### src/hdl/tpwm_cfg.svh
// Constants for the two-channel timer and pulse-width block
`ifndef TPWM_CFG_SVH
`define TPWM_CFG_SVH

// Clock selector codes
`define TPWM_CLKS_STOP 2'h0
`define TPWM_CLKS_BUS 2'h1
`define TPWM_CLKS_UNUSED 2'h2
`define TPWM_CLKS_XTAL 2'h3

// Channel mode codes (mode high:low)
`define TPWM_MODE_CAPTURE 2'h0
`define TPWM_MODE_COMPARE 2'h1

// Edge/level codes: capture edges, compare actions, PWM polarity
`define TPWM_EL_OFF 2'h0
`define TPWM_EL_RISE 2'h1
`define TPWM_EL_FALL 2'h2
`define TPWM_EL_BOTH 2'h3
`define TPWM_OC_TOGGLE 2'h1
`define TPWM_OC_CLEAR 2'h2
`define TPWM_OC_SET 2'h3

// Counter limits and reset values
`define TPWM_CNT_ZERO 16'h0000
`define TPWM_CNT_FULL 16'hFFFF
`define TPWM_RST_CLKS 2'h0
`define TPWM_RST_PS 3'h0

// Rates: system clock and crystal-derived counter clock
`define TPWM_SYS_CLK_HZ 50000000
`define TPWM_XTAL_CLK_HZ 500000

`endif

### src/hdl/tpwm_pkg.sv
// Types shared by the timer and pulse-width block
package tpwm_pkg;
   // Counting direction of the shared counter
   typedef enum logic {
      TPWM_DIR_UP,
      TPWM_DIR_DOWN
   } tpwm_dir_t;

   typedef logic [15:0] tpwm_count_t;
endpackage

### src/hdl/tpwm_chan_if.sv
// Time base carried from the counter core to each channel
`timescale 1ns/1ns
interface tpwm_chan_if;
   import tpwm_pkg::*;
   tpwm_count_t count;
   logic tick;
   logic center_aligned_pwm;

   modport core (output count, output tick, output center_aligned_pwm);
   modport chan (input count, input tick, input center_aligned_pwm);
endinterface // tpwm_chan_if

### src/hdl/tpwm_channel.sv
// One timer channel: input capture, output compare or PWM
`timescale 1ns/1ns
`include "tpwm_cfg.svh"
module tpwm_channel
   import tpwm_pkg::*;
(
   input wire logic clock_i,
   input wire logic nrst_i,
   tpwm_chan_if.chan tb,
   input wire logic [1:0] mode_i,
   input wire logic [1:0] edge_level_i,
   input wire tpwm_count_t duty_i,
   input wire tpwm_count_t compare_i,
   input wire logic pin_i,
   output logic event_o,
   output logic pin_o,
   output logic pin_oe_o
);
   logic prev_q;
   logic rise;
   logic fall;
   logic is_cap;
   logic is_oc;
   logic is_pwm;
   logic match;
   logic active;

   // Mode decode; center-aligned overrides every channel
   assign is_cap = !tb.center_aligned_pwm && mode_i == `TPWM_MODE_CAPTURE;
   assign is_oc = !tb.center_aligned_pwm && mode_i == `TPWM_MODE_COMPARE;
   assign is_pwm = tb.center_aligned_pwm || mode_i[1];
   assign rise = pin_i && !prev_q;
   assign fall = !pin_i && prev_q;
   assign match = tb.tick && tb.count == compare_i;
   assign active = tb.count < duty_i;

   // Input is synchronous, so one flop is enough for edges
   always_ff @(posedge clock_i or negedge nrst_i) begin
      if (!nrst_i) begin
         prev_q <= 1'b0;
      end else begin
         prev_q <= pin_i;
      end
   end

   // Capture on the chosen edges, compare or PWM on a match
   always_comb begin
      if (is_cap) begin
         event_o = (edge_level_i[0] && rise) ||
                   (edge_level_i[1] && fall);
      end else begin
         event_o = match;
      end
   end

   // Pin drive; a channel with no pin leaves it to general I/O
   always_ff @(posedge clock_i or negedge nrst_i) begin
      if (!nrst_i) begin
         pin_o <= 1'b0;
         pin_oe_o <= 1'b0;
      end else begin
         pin_oe_o <= !is_cap && edge_level_i != `TPWM_EL_OFF;
         if (is_pwm) begin
            // Low-true when the low bit is set
            pin_o <= active ^ edge_level_i[0];
         end else if (is_oc && match) begin
            unique case (edge_level_i)
               `TPWM_OC_TOGGLE: pin_o <= !pin_o;
               `TPWM_OC_CLEAR: pin_o <= 1'b0;
               `TPWM_OC_SET: pin_o <= 1'b1;
               default: pin_o <= pin_o;
            endcase
         end
      end
   end
endmodule // tpwm_channel

### src/hdl/tpwm_top.sv
// Two-channel 16-bit timer with capture, compare and PWM
// Notes on behaviour
// - Selector: 00 stops, 01 bus clock, 10 unused, 11 crystal clock.
// - Selected clock passes a divide-by 1 to 128 prescaler.
// - One 16-bit counter, up normally, up/down in center-aligned mode.
// - Modulo sets range; 0x0000 or 0xFFFF means full free run.
// - Counter reads return current count without disturbing it.
// - Writing either counter byte resets the counter, data ignored.
// - Each channel is capture, compare or buffered edge PWM.
// - The one shared counter, up or up/down, is the time base of every channel.
// - Capture on rising, falling or either input edge.
// - Compare match sets, clears or toggles the pin.
// - PWM polarity selectable; center mode applies to all, buffered.
// - One interrupt per channel plus one for terminal count.
// - Route bit feeds channel 0 from pin or slow oscillator.
// - Crystal selection counts a 500 kHz crystal-derived clock.
// - Channel pins needing no function stay with general I/O.
// - Overflow sets on wrap to zero, or step down in center mode.
// - Clear overflow: read while set, then write zero; re-arm on new.
// - Overflow interrupt asserts while enabled and flag is one.
// - Prescale code gives divisor two to the power of the code.
`timescale 1ns/1ns
`include "tpwm_cfg.svh"
module tpwm_top
   import tpwm_pkg::*;
#(
   parameter int NUM_CH = 2,
   parameter int PS_BITS = 7
)
(
   input wire logic clock_i,
   input wire logic nrst_i,
   // Control bits
   input wire logic clock_select_high_i,
   input wire logic clock_select_low_i,
   input wire logic [2:0] prescale_code_i,
   input wire logic center_aligned_pwm_i,
   input wire logic overflow_irq_enable_i,
   input wire logic [7:0] modulo_value_high_i,
   input wire logic [7:0] modulo_value_low_i,
   input wire logic slow_osc_route_select_i,
   // Clock and oscillator inputs
   input wire logic crystal_derived_clock_i,
   input wire logic slow_oscillator_i,
   // Counter access
   input wire logic counter_wr_high_i,
   input wire logic counter_wr_low_i,
   output tpwm_count_t counter_value_o,
   // Overflow status access
   input wire logic status_rd_i,
   input wire logic overflow_wr_i,
   input wire logic overflow_wr_data_i,
   output logic overflow_flag_o,
   output logic overflow_irq_o,
   // Channel control
   input wire logic [NUM_CH-1:0][1:0] ch_mode_i,
   input wire logic [NUM_CH-1:0][1:0] ch_edge_level_i,
   input wire logic [NUM_CH-1:0] ch_irq_enable_i,
   input wire logic [NUM_CH-1:0] ch_value_wr_i,
   input wire logic [NUM_CH-1:0][15:0] ch_value_data_i,
   input wire logic [NUM_CH-1:0] ch_status_rd_i,
   input wire logic [NUM_CH-1:0] ch_flag_wr_i,
   input wire logic [NUM_CH-1:0] ch_flag_wr_data_i,
   output logic [NUM_CH-1:0][15:0] ch_value_o,
   output logic [NUM_CH-1:0] ch_flag_o,
   output logic [NUM_CH-1:0] ch_irq_o,
   // Shared port pins
   input wire logic [NUM_CH-1:0] port_a_upper_pins_i,
   output logic [NUM_CH-1:0] port_a_upper_pins_o,
   output logic [NUM_CH-1:0] port_a_upper_pins_oe_o
);
   // Divide mask for a prescale code: 2**code - 1
   function automatic logic [PS_BITS-1:0] ps_mask(input logic [2:0] code);
      logic [PS_BITS:0] one;
      one = {{PS_BITS{1'b0}}, 1'b1};
      ps_mask = PS_BITS'((one << code) - one);
   endfunction

   // Counter limit; both extremes of the modulo mean full range
   function automatic tpwm_count_t top_of(input tpwm_count_t m);
      if (m == `TPWM_CNT_ZERO || m == `TPWM_CNT_FULL) begin
         top_of = `TPWM_CNT_FULL;
      end else begin
         top_of = m;
      end
   endfunction

   tpwm_chan_if tbus ();

   logic [1:0] clk_sel;
   logic xtal_prev_q;
   logic src_en;
   logic [PS_BITS-1:0] ps_q;
   logic tick;
   logic cnt_wr;
   tpwm_count_t cnt_q;
   tpwm_count_t top;
   tpwm_dir_t dir_q;
   logic ovf_evt;
   logic ovf_q;
   logic ovf_armed_q;
   logic [NUM_CH-1:0] ch_evt;
   logic [NUM_CH-1:0] ch_in;
   logic [NUM_CH-1:0] ch_armed_q;
   logic [NUM_CH-1:0][15:0] duty_q;

   assign clk_sel = {clock_select_high_i, clock_select_low_i};
   assign top = top_of({modulo_value_high_i, modulo_value_low_i});
   assign cnt_wr = counter_wr_high_i || counter_wr_low_i;

   // Crystal clock arrives as a synchronous level; its rising edge
   // is the count enable, so the block keeps a single clock domain
   always_ff @(posedge clock_i or negedge nrst_i) begin
      if (!nrst_i) begin
         xtal_prev_q <= 1'b0;
      end else begin
         xtal_prev_q <= crystal_derived_clock_i;
      end
   end

   // Source select; the unused code gives no count enable, like stop
   always_comb begin
      unique case (clk_sel)
         `TPWM_CLKS_BUS: src_en = 1'b1;
         `TPWM_CLKS_XTAL: src_en = crystal_derived_clock_i &&
                                   !xtal_prev_q;
         `TPWM_CLKS_STOP: src_en = 1'b0;
         `TPWM_CLKS_UNUSED: src_en = 1'b0;
      endcase
   end

   // Prescaler sits after source selection; cleared on counter write
   always_ff @(posedge clock_i or negedge nrst_i) begin
      if (!nrst_i) begin
         ps_q <= '0;
      end else if (cnt_wr) begin
         ps_q <= '0;
      end else if (src_en) begin
         ps_q <= ps_q + PS_BITS'(1);
      end
   end

   // One tick each time the low code bits of the prescaler fill up
   assign tick = src_en &&
                 (ps_q & ps_mask(prescale_code_i)) ==
                 ps_mask(prescale_code_i);

   // Overflow moment: leaving the top, by wrap or by turning down
   assign ovf_evt = tick && cnt_q == top;

   // Shared counter; reads only look at cnt_q so never disturb it
   always_ff @(posedge clock_i or negedge nrst_i) begin
      if (!nrst_i) begin
         cnt_q <= `TPWM_CNT_ZERO;
         dir_q <= TPWM_DIR_UP;
      end else if (cnt_wr) begin
         cnt_q <= `TPWM_CNT_ZERO;
         dir_q <= TPWM_DIR_UP;
      end else if (tick) begin
         if (!center_aligned_pwm_i) begin
            dir_q <= TPWM_DIR_UP;
            if (cnt_q >= top) begin
               cnt_q <= `TPWM_CNT_ZERO;
            end else begin
               cnt_q <= cnt_q + 16'h0001;
            end
         end else if (dir_q == TPWM_DIR_UP) begin
            if (cnt_q >= top) begin
               dir_q <= TPWM_DIR_DOWN;
               cnt_q <= cnt_q - 16'h0001;
            end else begin
               cnt_q <= cnt_q + 16'h0001;
            end
         end else begin
            if (cnt_q == `TPWM_CNT_ZERO) begin
               dir_q <= TPWM_DIR_UP;
               cnt_q <= cnt_q + 16'h0001;
            end else begin
               cnt_q <= cnt_q - 16'h0001;
            end
         end
      end
   end

   assign counter_value_o = cnt_q;

   // Time base for all channels
   assign tbus.count = cnt_q;
   assign tbus.tick = tick;
   assign tbus.center_aligned_pwm = center_aligned_pwm_i;

   // Overflow flag; a new overflow beats a clear in the same cycle
   // and also drops the arming, so the clear must start over
   always_ff @(posedge clock_i or negedge nrst_i) begin
      if (!nrst_i) begin
         ovf_q <= 1'b0;
         ovf_armed_q <= 1'b0;
      end else if (ovf_evt) begin
         ovf_q <= 1'b1;
         ovf_armed_q <= 1'b0;
      end else if (overflow_wr_i && !overflow_wr_data_i && ovf_armed_q) begin
         ovf_q <= 1'b0;
         ovf_armed_q <= 1'b0;
      end else if (status_rd_i && ovf_q) begin
         ovf_armed_q <= 1'b1;
      end
   end

   assign overflow_flag_o = ovf_q;
   assign overflow_irq_o = ovf_q && overflow_irq_enable_i;

   // Channel 0 may watch the slow oscillator instead of its pin
   always_comb begin
      ch_in = port_a_upper_pins_i;
      if (slow_osc_route_select_i) begin
         ch_in[0] = slow_oscillator_i;
      end
   end

   genvar g;
   generate
      for (g = 0; g < NUM_CH; g++) begin : g_ch
         logic is_cap;
         logic is_pwm;

         assign is_cap = !center_aligned_pwm_i &&
                         ch_mode_i[g] == `TPWM_MODE_CAPTURE;
         assign is_pwm = center_aligned_pwm_i || ch_mode_i[g][1];

         // Value register: software writes it, a capture loads it
         always_ff @(posedge clock_i or negedge nrst_i) begin
            if (!nrst_i) begin
               ch_value_o[g] <= `TPWM_CNT_ZERO;
            end else if (is_cap && ch_evt[g]) begin
               ch_value_o[g] <= cnt_q;
            end else if (ch_value_wr_i[g]) begin
               ch_value_o[g] <= ch_value_data_i[g];
            end
         end

         // PWM duty only takes a new value at a period boundary, or at once with the
         // selector at stop, so a write mid-period while counting can never cut a pulse short
         always_ff @(posedge clock_i or negedge nrst_i) begin
            if (!nrst_i) begin
               duty_q[g] <= `TPWM_CNT_ZERO;
            end else if (!is_pwm || clk_sel == `TPWM_CLKS_STOP ||
                         ovf_evt) begin
               duty_q[g] <= ch_value_o[g];
            end
         end

         // Channel flag with the same read-then-write-zero clear
         always_ff @(posedge clock_i or negedge nrst_i) begin
            if (!nrst_i) begin
               ch_flag_o[g] <= 1'b0;
               ch_armed_q[g] <= 1'b0;
            end else if (ch_evt[g]) begin
               ch_flag_o[g] <= 1'b1;
               ch_armed_q[g] <= 1'b0;
            end else if (ch_flag_wr_i[g] && !ch_flag_wr_data_i[g] &&
                         ch_armed_q[g]) begin
               ch_flag_o[g] <= 1'b0;
               ch_armed_q[g] <= 1'b0;
            end else if (ch_status_rd_i[g] && ch_flag_o[g]) begin
               ch_armed_q[g] <= 1'b1;
            end
         end

         assign ch_irq_o[g] = ch_flag_o[g] && ch_irq_enable_i[g];

         tpwm_channel u_ch (
            .clock_i(clock_i),
            .nrst_i(nrst_i),
            .tb(tbus.chan),
            .mode_i(ch_mode_i[g]),
            .edge_level_i(ch_edge_level_i[g]),
            .duty_i(duty_q[g]),
            .compare_i(is_pwm ? duty_q[g] : ch_value_o[g]),
            .pin_i(ch_in[g]),
            .event_o(ch_evt[g]),
            .pin_o(port_a_upper_pins_o[g]),
            .pin_oe_o(port_a_upper_pins_oe_o[g])
         );
      end
   endgenerate

   // Reset leaves the selector at stop and every control cleared;
   // the controls themselves are ports held by the register owner
endmodule // tpwm_top

### config.mk
export PLATFORM = sky130hd
export DESIGN_NAME = tpwm_top
export DESIGN_NICKNAME = d
export VERILOG_FILES = /design/src/hdl/tpwm_pkg.sv /design/src/hdl/tpwm_chan_if.sv /design/src/hdl/tpwm_channel.sv /design/src/hdl/tpwm_top.sv
export VERILOG_INCLUDE_DIRS = /design/src /design/src/hdl
export SDC_FILE = /design/constraint.sdc
export NUM_CORES = 1
export LEC_CHECK = 0
export BUFFER_PORTS_ARGS = -buffer_cell sky130_fd_sc_hd__buf_4
export CORE_MARGIN = 2
export CORE_UTILIZATION = 50
export DETAILED_ROUTE_END_ITERATION = 8
export PLACE_DENSITY = 0.85
export SLEW_MARGIN = 10
export SYNTH_ARGS = -nofsm -noshare
export SYNTH_HDL_FRONTEND = slang
export SYNTH_SLANG_ARGS = --single-unit
### constraint.sdc
create_clock -name clock_i -period 7.2 [get_ports clock_i]
set_input_delay 1.44 -clock clock_i [delete_from_list [all_inputs] [get_ports clock_i]]
set_output_delay 1.44 -clock clock_i [all_outputs]
set_load 0.05 [all_outputs]
==> results of run 1 <==
cell usage after synthesis, types with 6 or more instances:
| library cell | instances |
|---|---|
| sky130_fd_sc_hd__or3b_1 | 8 |
| sky130_fd_sc_hd__nor3_1 | 14 |
| sky130_fd_sc_hd__xor2_1 | 6 |
| sky130_fd_sc_hd__or3_1 | 20 |
| sky130_fd_sc_hd__xnor2_1 | 14 |
| sky130_fd_sc_hd__nor3b_1 | 10 |
| sky130_fd_sc_hd__a21oi_1 | 57 |
| sky130_fd_sc_hd__nand2_1 | 58 |
| sky130_fd_sc_hd__nand2b_1 | 10 |
| sky130_fd_sc_hd__mux2_1 | 32 |
| sky130_fd_sc_hd__dfrtp_1 | 101 |
| sky130_fd_sc_hd__a221oi_1 | 7 |
| sky130_fd_sc_hd__o22ai_1 | 10 |
| sky130_fd_sc_hd__a21o_1 | 15 |
| sky130_fd_sc_hd__a31oi_1 | 9 |
| sky130_fd_sc_hd__o21a_1 | 10 |
| sky130_fd_sc_hd__o21ai_1 | 9 |
| sky130_fd_sc_hd__nor2_1 | 62 |
| sky130_fd_sc_hd__and3_1 | 17 |
| sky130_fd_sc_hd__ha_1 | 51 |
| sky130_fd_sc_hd__nand3_1 | 18 |
| sky130_fd_sc_hd__inv_1 | 52 |
| sky130_fd_sc_hd__mux2i_1 | 48 |
| sky130_fd_sc_hd__o21ai_0 | 52 |
| sky130_fd_sc_hd__nor4_1 | 13 |
| sky130_fd_sc_hd__nand4_1 | 22 |
| sky130_fd_sc_hd__a211oi_1 | 7 |
| sky130_fd_sc_hd__clkbuf_1 | 33 |
critical path: stages:
cell,delay (ps)
sky130_fd_sc_hd__buf_4,90
sky130_fd_sc_hd__nand4_1,100
sky130_fd_sc_hd__or4_1,500
sky130_fd_sc_hd__nand2_1,390
sky130_fd_sc_hd__nor2_1,90
sky130_fd_sc_hd__ha_1,330
sky130_fd_sc_hd__nand4_1,150
sky130_fd_sc_hd__or3_1,400
sky130_fd_sc_hd__a31oi_1,290
sky130_fd_sc_hd__nor4_2,120
sky130_fd_sc_hd__or3_1,630
sky130_fd_sc_hd__nor2_2,400
sky130_fd_sc_hd__o21ai_0,160
sky130_fd_sc_hd__a41oi_1,250
cell type report:
class	instances	area, um^2	area share
flip-flops and latches	101	2527	0.2836
inverters	53	198.9	0.02233
multi-input cells	647	4504	0.5055
repair buffers	145	1089	0.1222
well taps	184	230.2	0.02584
clock buffers	9	225.2	0.02527
clock inverters	6	136.4	0.01530
registers in the layout, indices dropped and copies added, names as in the netlist:
register	flops
overflow_flag_o	1
xtal_prev_q	1
g_ch.u_ch.pin_o	2
duty_q	32
counter_value_o	16
ch_armed_q	2
ps_q	7
g_ch.u_ch.pin_oe_o	2
g_ch.u_ch.prev_q	2
ch_value_o	32
ch_flag_o	2
dir_q	1
ovf_armed_q	1
cell families (layout without fill, tap and decap cells):
group | count (synthesis) | in the layout
AOI/OAI and AO/OA | 202 | 202
adders and majority gates | 52 | 52
and+or+nand+nor | 293 | 293
xor gates and xnor gates | 20 | 20
buffers and inverters | 103 | 213
DFF | 101 | 101
muxes | 80 | 80
worst min-delay path by stage:
stage / start / end
CTS: duty_q[2] / duty_q[2]
global route: duty_q[2] / duty_q[2]
floorplan: duty_q[27] / duty_q[27]
detailed placement: duty_q[2] / duty_q[2]
finish: duty_q[2] / duty_q[2]
global placement: duty_q[18] / duty_q[18]
layer usage:
metal	up-vias	GRT usage	share of wire	wire, um
met4	0	0.09438	0.025	522
met1	3375	0.3472	0.42	8777
met2	347	0.4212	0.47	9832
li1	3303	-	-	-
met3	55	0.04639	0.082	1701
met5	-	0	0	0
through the flow:
| step | worst slack [ps] | utilization | power [uW] | area (um^2) |
|---|---|---|---|---|
| after CTS | 2179 | 0.6108 | 1779 | 8911 |
| after global placement | 1970 | 0.5860 | 1166 | 8549 |
| after detailed placement | 1819 | 0.5860 | 1183 | 8549 |
| after global routing | 1867 | 0.6108 | 1852 | 8911 |
| final | 2115 | 0.6108 | 1777 | 8911 |
| after floorplan | 2397 | - | 1018 | 7505 |
where the power goes:
part	internal, uW	leakage [uW]	switching (uW)	total [uW]
clock network	374	0.000172	224	598
registers	638	0.00125	70.2	708
logic	194	0.00289	278	471
==> summary by stage, run 1 <==
STA
The worst hold margin is 510.8 ps. Dividing the final minimum period by the clock period gives 0.7063. For the pin with the worst max-slew slack, the measured transition is between 1000 and 1500 ps. The clock tree skew after final layout is 7.985 ps.

Summed over all failing endpoints, the final setup total negative slack is 0 ps. Setup violations remaining at the end of the flow were counted as 0. The final critical delay including setup and external delays is 5085 ps. The tightest slew margin relative to the limit is 0.2426. Setup repair after global routing left no endpoint under its margin. The max-slew violation count is 0. Derived from the worst setup path, the maximum achievable clock frequency is ~0.2 GHz. The final count of hold timing violations is 0.

Die
From left edge to right edge, the die measures between 100 and 150 um. The die covers roughly 16,000 um^2. The height of the chip is roughly 130 um.

The core region is roughly 15,000 um^2. The effective utilization at floorplan is 0.5144. 143 I/O pins were placed. Row generation in the floorplan step produced 44 rows.

Worst hold path
The kind of path behind the tightest hold check is register to register. The number of cells traversed by the worst hold path is 1.

Logic synthesis
The most common flop cell mapped by yosys is sky130_fd_sc_hd__dfrtp_1. The simple-gate share of the synthesized area is 0.2131. After synthesis, the share of cell area in mux cells is 0.1120.

The area share of the leading cell type in the synthesized netlist is 0.3368. The biggest area contributor in the post-synthesis netlist is sky130_fd_sc_hd__dfrtp_1. The number of enable-type register cells in the synthesized netlist is 0. By area the synthesized netlist is led by sky130_fd_sc_hd__dfrtp_1, sky130_fd_sc_hd__ha_1, sky130_fd_sc_hd__mux2i_1.

Synthesis handed over a netlist of around 850 instances. The per-instance average area after synthesis is a little under 9 um^2. Of the total synthesized cell area, the portion taken by full adders, half adders and majority gates is 0.08636. The synthesized-area fraction occupied by ao, oa, aoi and oai cells is 0.1649.

In this run, distinct cell masters in the synthesized netlist total 70. The async set-reset flop share out of synthesis is 1.000. The part of the Yosys area used for sequential elements is 0.3368. The net count after synthesis is approximately 990.

The post-synthesis instance area is roughly 7500 um^2. The warning count from the yosys run is 0. The main combinational cell family by area after synthesis is simple AND/OR/NAND/NOR gates.

In this run, synthesis produced a sequential element count of between 100 and 150. The post-synthesis share of cell area spent on xor and xnor gates is 0.02334.

Worst setup path
At the worst endpoint, the required time is approximately 7500 ps. The slack of the worst reg-to-reg path is 3410 ps. The endpoint identified for the worst register-to-register timing path is counter_value_o[15].

The largest fanout of any net on the critical path is 17. The type of destination of the critical path is a register. The critical path startpoint category is a primary input.

The critical path is of the primary input to register type. The reg-to-reg startpoint is counter_value_o[0]. The depth of the worst register-to-register path is 10. The data arrival time at the worst-slack endpoint is ~5400 ps. The critical path ends at counter_value_o[15]. Tracing the worst setup path back leads to its startpoint at modulo_value_low_i[2].

Global route
Entering global routing, the biggest net connects 55 pins. The first global-routing pass estimated 33,800 um of wire. The initial antenna violation count is 0.

The number of global-route vias before repair is ~6,800. The aggregate global routing overflow is 0. Across every metal layer, demand over resource in global routing totals 0.2589.

Placement
The number of port buffers is roughly 140. Once placement completed, the tool counted placed cells totaling between 1,000 and 1,500. The congestion estimate from routability-driven global placement came to around 0.90. Summed over all nets, the half-perimeter wirelength after detailed placement is 14,830 um.

Route
After detailed routing, the number of vias per cell comes to slightly above 6. For this run, the detailed router's first-pass iteration total came to 5. Detailed routing inserted a total of 7,080 vias. The post-detailed-route wirelength per cell is 18.20 um. The detail route stage leaves a number of antenna-violating nets equal to 0. The first-iteration detailed-routing DRC count is a little under 700. For this block, the routed nets add up to 20,830 um of wire. The count of unresolved DRC violations after routing is 0.

Finish
The total of fill cells in the finished design is 1,216. The finished layout holds ~1,100 standard cells, fillers aside. The library cell used most frequently in the layout, excluding fill and tap cells, is sky130_fd_sc_hd__buf_4. In the layout the commonest cells are sky130_fd_sc_hd__buf_4, sky130_fd_sc_hd__dfrtp_1, sky130_fd_sc_hd__nor2_1, sky130_fd_sc_hd__nand2_1, sky130_fd_sc_hd__a21oi_1. 0 antenna diodes ended up in the layout. Relative to the synthesized area, the layout overhead comes to 18.74%. The share of layout cells above drive strength 1 is 0.1935. The final net count is ~1,100.

Clock network
The clock-pin slew on the worst setup and hold paths is ~70 ps. The count of buffers added by post-CTS timing repair for setup is 0. TritonCTS built the clock tree. The cts-stage hold buffer count is 0.

In this run the number of H-tree levels came out at 3. The number of clock buffers added by TritonCTS is 9. For this design, the sink count on the clock tree is a little over 100.

The root buffer cell is sky130_fd_sc_hd__clkbuf_16. Counting along the longest clock path gives a buffer depth of 2. The later pin in the worst-skew pair is clocked with a latency of 360 ps. The number of gates resized after cts is 0.

Power
The peak supply drop is ~150 uV. Summed over all cells, the static leakage comes to between 0.004 and 0.005 uW. Dividing total power by cell area gives a power density of roughly 200 nW/um^2.

Job
The tool flagged a number of max-cap violations equal to 0.

Outcome
The run finished with clean final reports.
(Power assumes the default switching activity.)
==> inputs of run 2 (changes only) <==
- PLACE_DENSITY: 0.85 -> 0.88
- clock period: 7.2 -> 4.3 ns (I/O delays scaled with it)
==> run 2 against run 1 <==
Worst hold slack improved by 2.6 ps. Critical path depth increased by 2. Largest power group unchanged. Sequential power increased by 67%. Via count increased by 2.9%. Flip-flop and latch count unchanged. First-iteration DRC count increased by 9.9%. Critical path type unchanged. Cell count increased by 3.1%. Design area increased by 2.4%.
==> summary by stage, run 2 (synthesized netlist as in run 1, its figures left out) <==
Finish
The library cells used most frequently in the layout, excluding fill and tap cells, are sky130_fd_sc_hd__buf_4, sky130_fd_sc_hd__dfrtp_1, sky130_fd_sc_hd__nor2_1, sky130_fd_sc_hd__nand2_1, sky130_fd_sc_hd__a21oi_1. The number of standard cells in the final layout excluding fillers is 1,181 (+3.1%). The total of fill cells in the finished design is 1,175 (-3.4%). The signed area change from the synthesized netlist to the final layout is 21.61%.

The utilization after layout is 0.6256 (+0.01475). Leaving out fill and tap cells, the most frequent cell in the layout is sky130_fd_sc_hd__buf_4. The share of layout cells above drive strength 1 came to 0.2207 (+0.02711). The number of inserted diodes is 0 (unchanged). The final design area excluding fillers is 9126 um^2 (+2.4%). The final net count is 1,128 (+3.2%).

Clock network
The H-tree depth was 3 (unchanged). In this run the clock root is driven by a sky130_fd_sc_hd__clkbuf_16. The cts-stage hold buffer count is 0 (unchanged). The number of buffers inserted during clock tree synthesis is 9 (unchanged). The number of gates resized after cts was 0 (unchanged). The count of buffers added by post-CTS timing repair for setup is 0 (unchanged). The maximum number of buffers from clock root to sink is 2 (unchanged). The clock latency reported for the late side of the worst-skew pair came to 360 ps (about the same). TritonCTS built the clock tree. The number of clock sinks seen by CTS is 101 (unchanged). The clock-pin slew on the worst setup and hold paths is 70 ps (about the same).

Worst setup path
The type of destination of the critical path is a register. The slowest stage of the critical path belongs to the cell sky130_fd_sc_hd__or3_1. The slack of the worst reg-to-reg path came to 1000 ps (-2410 ps). The worst register-to-register path ends at counter_value_o[11]. The required time at the worst-slack endpoint is 4590 ps (-2870 ps). The number of buffers and inverters on the critical path came to 3 (+2). The critical path goes through buf_4 > nand4_1 > or4_1 > nand2_1 > buf_4 > nor2_1 > ha_1 > nand4_1 > or3_1 > a31oi_1 > nor4_2 > or3_1 > buf_4 > o22ai_1 > a21oi_1 > nor3_1. The category of the critical setup timing path is primary input to register. The reg-to-reg startpoint is counter_value_o[1]. The data arrival time at the worst-slack endpoint was 4280 ps (-1070 ps). The worst setup path is launched from a primary input. The depth of the worst register-to-register path came to 11 (+1). The kind of cell with the highest combined delay along the critical path is simple AND/OR/NAND/NOR gates. The largest fanout of any net on the critical path is 8 (-9). The highest cell delay on the worst timing path came to 540 ps (-90 ps). The library cell appearing most often on the critical path is sky130_fd_sc_hd__buf_4. The count of cell instances traversed by the critical path is 16 (+2).

STA
Static timing analysis puts the maximum clock frequency at approximately 0.25 GHz. The slew at the pin closest to its max-slew limit is 1102 ps (-34.02 ps). The final count of hold timing violations came to 0 (unchanged). The tightest slew margin relative to the limit is 0.2652 (+0.02268).

The max-slew violation count was 0 (unchanged). For the finished layout, the period the worst path requires is around 4000 ps. The worst hold margin is 513.4 ps (+2.636 ps). The ratio of final minimum period to clock period is 0.9276.

The clock tree skew after final layout is 10.12 ps (+2.138 ps). Setup repair after global routing left no endpoint under its margin. The final-report setup violation count was 0 (unchanged).

Route
The count of unresolved DRC violations after routing was 0 (unchanged). The remaining antenna violation count after routing is 0 (unchanged). The total iterations of the first detailed-routing run is 6 (+1). The total wirelength of the detailed-routed design is 21,270 um (+2.1%). The detail-routed via count per cell is 6.169 (-0.24%).

The post-detailed-route wirelength per cell is 18.01 um (-1.0%). The first-iteration detailed-routing DRC count was 752 (+9.9%). The total number of vias is 7,285 (+2.9%).

Worst hold path
The number of cells traversed by the worst hold path was 1 (unchanged). The endpoint of the worst hold path is duty_q[27]. The critical hold path startpoint is duty_q[27]. The worst hold path belongs to the class register to register.

Die
The number of rows created at floorplan is 44 (unchanged). The floorplan die width is 126.5 um (unchanged). The height of the chip is 126.5 um (unchanged).

The boundary pin count is 143 (unchanged). The effective utilization at floorplan came to 0.5144 (unchanged). The area of the die is 16,000 um^2 (unchanged). The core box area came to 14,590 um^2 (unchanged).

Placement
The number of port buffers was 142 (unchanged). The half-perimeter wire length of the detailed placement result is 15,670 um (+5.7%). The cell total after placement is 1,165 (+3.1%). The placed instance area is 8833 um^2 (+3.3%). The global placement routability congestion was 0.9656 (+7.9%).

Power
The power density of the placed cells was 308.2 nW/um^2 (+55%). The cell-internal power was 1853 uW (+54%). The combinational share of power is 0.284 (+0.019). The cell leakage power is 0.004461 uW (+3.5%). The sequential share of power came to 0.421 (+0.022). The fraction of power spent switching nets is 0.3413 (+0.01960). The switching power came to 960.1 uW (+68%). The share of total power in the clock network is 0.295 (-0.041). The peak supply drop was 231.6 uV (+56%).

The total power draw was 2813 uW (+58%).

Global route
The global-route wire length before repair is 34,040 um (+0.73%). The largest net degree at the start of global routing was 54 (-1.8%). The aggregate global routing overflow is 0 (unchanged). The total global-route track usage is 0.2630 (+0.004085). The initial antenna violation count came to 0 (unchanged). The number of global-route vias before repair is 6,876 (+1.6%).

Outcome
The flow ran to the end, and the final reports show no timing, DRC or antenna violations.

Job
The max-cap check violation count is 0 (unchanged).
## run 2: cell types whose count changed in the layout (fill, tap and decap cells not counted), moves of 2 or more
cell and change:
sky130_fd_sc_hd__buf_4 +33, sky130_fd_sc_hd__bufinv_16 -3, sky130_fd_sc_hd__buf_12 +2, sky130_fd_sc_hd__clkinv_2 +2
## run 2: worst max path at each step
| stage | start | to | slack (ps) |
|---|---|---|---|
| floorplan | modulo_value_low_i[3] | counter_value_o[15] | 80 |
| global placement | modulo_value_low_i[2] | counter_value_o[3] | 90 |
| detailed placement | modulo_value_high_i[7] | counter_value_o[3] | -20 |
| CTS | modulo_value_high_i[7] | counter_value_o[3] | 360 |
| global route | modulo_value_high_i[7] | counter_value_o[4] | 120 |
| finish | modulo_value_high_i[7] | counter_value_o[3] | 310 |
## run 2: power by group through the flow
stage	clock network (uW)	registers (uW)	logic (uW)
final	829	1180	800
after global routing	872	1200	866
after CTS	832	1180	802
after detailed placement	0	1190	797
after global placement	0	1190	771
after floorplan	0	1320	386
## run 2: final cells by class
class / instances / area, um^2 / share of cell area
well taps: 184 / 230.2 / 0.02523
inverters: 53 / 198.9 / 0.02180
clock inverters: 6 / 63.81 / 0.006992
clock buffers: 10 / 229.0 / 0.02509
multi-input cells: 647 / 4501 / 0.4931
repair buffers: 180 / 1376 / 0.1508
flip-flops and latches: 101 / 2527 / 0.2769
## run 2: routing by layer
layer | global-route usage | up-vias | share of wire
met5 | 0 | - | 0
met4 | 0.1060 | 0 | 0.035
met3 | 0.05736 | 80 | 0.086
met2 | 0.4149 | 374 | 0.46
met1 | 0.3529 | 3452 | 0.42
li1 | - | 3379 | -
## run 2: per-stage QoR
| stage | TNS [ps] | setup WS, ps |
|---|---|---|
| finish | 0 | 311.1 |
| CTS | 0 | 360.0 |
| global placement | 0 | 87.42 |
| detailed placement | -16.89 | -16.89 |
| floorplan | 0 | 77.18 |
| global route | 0 | 117.1 |
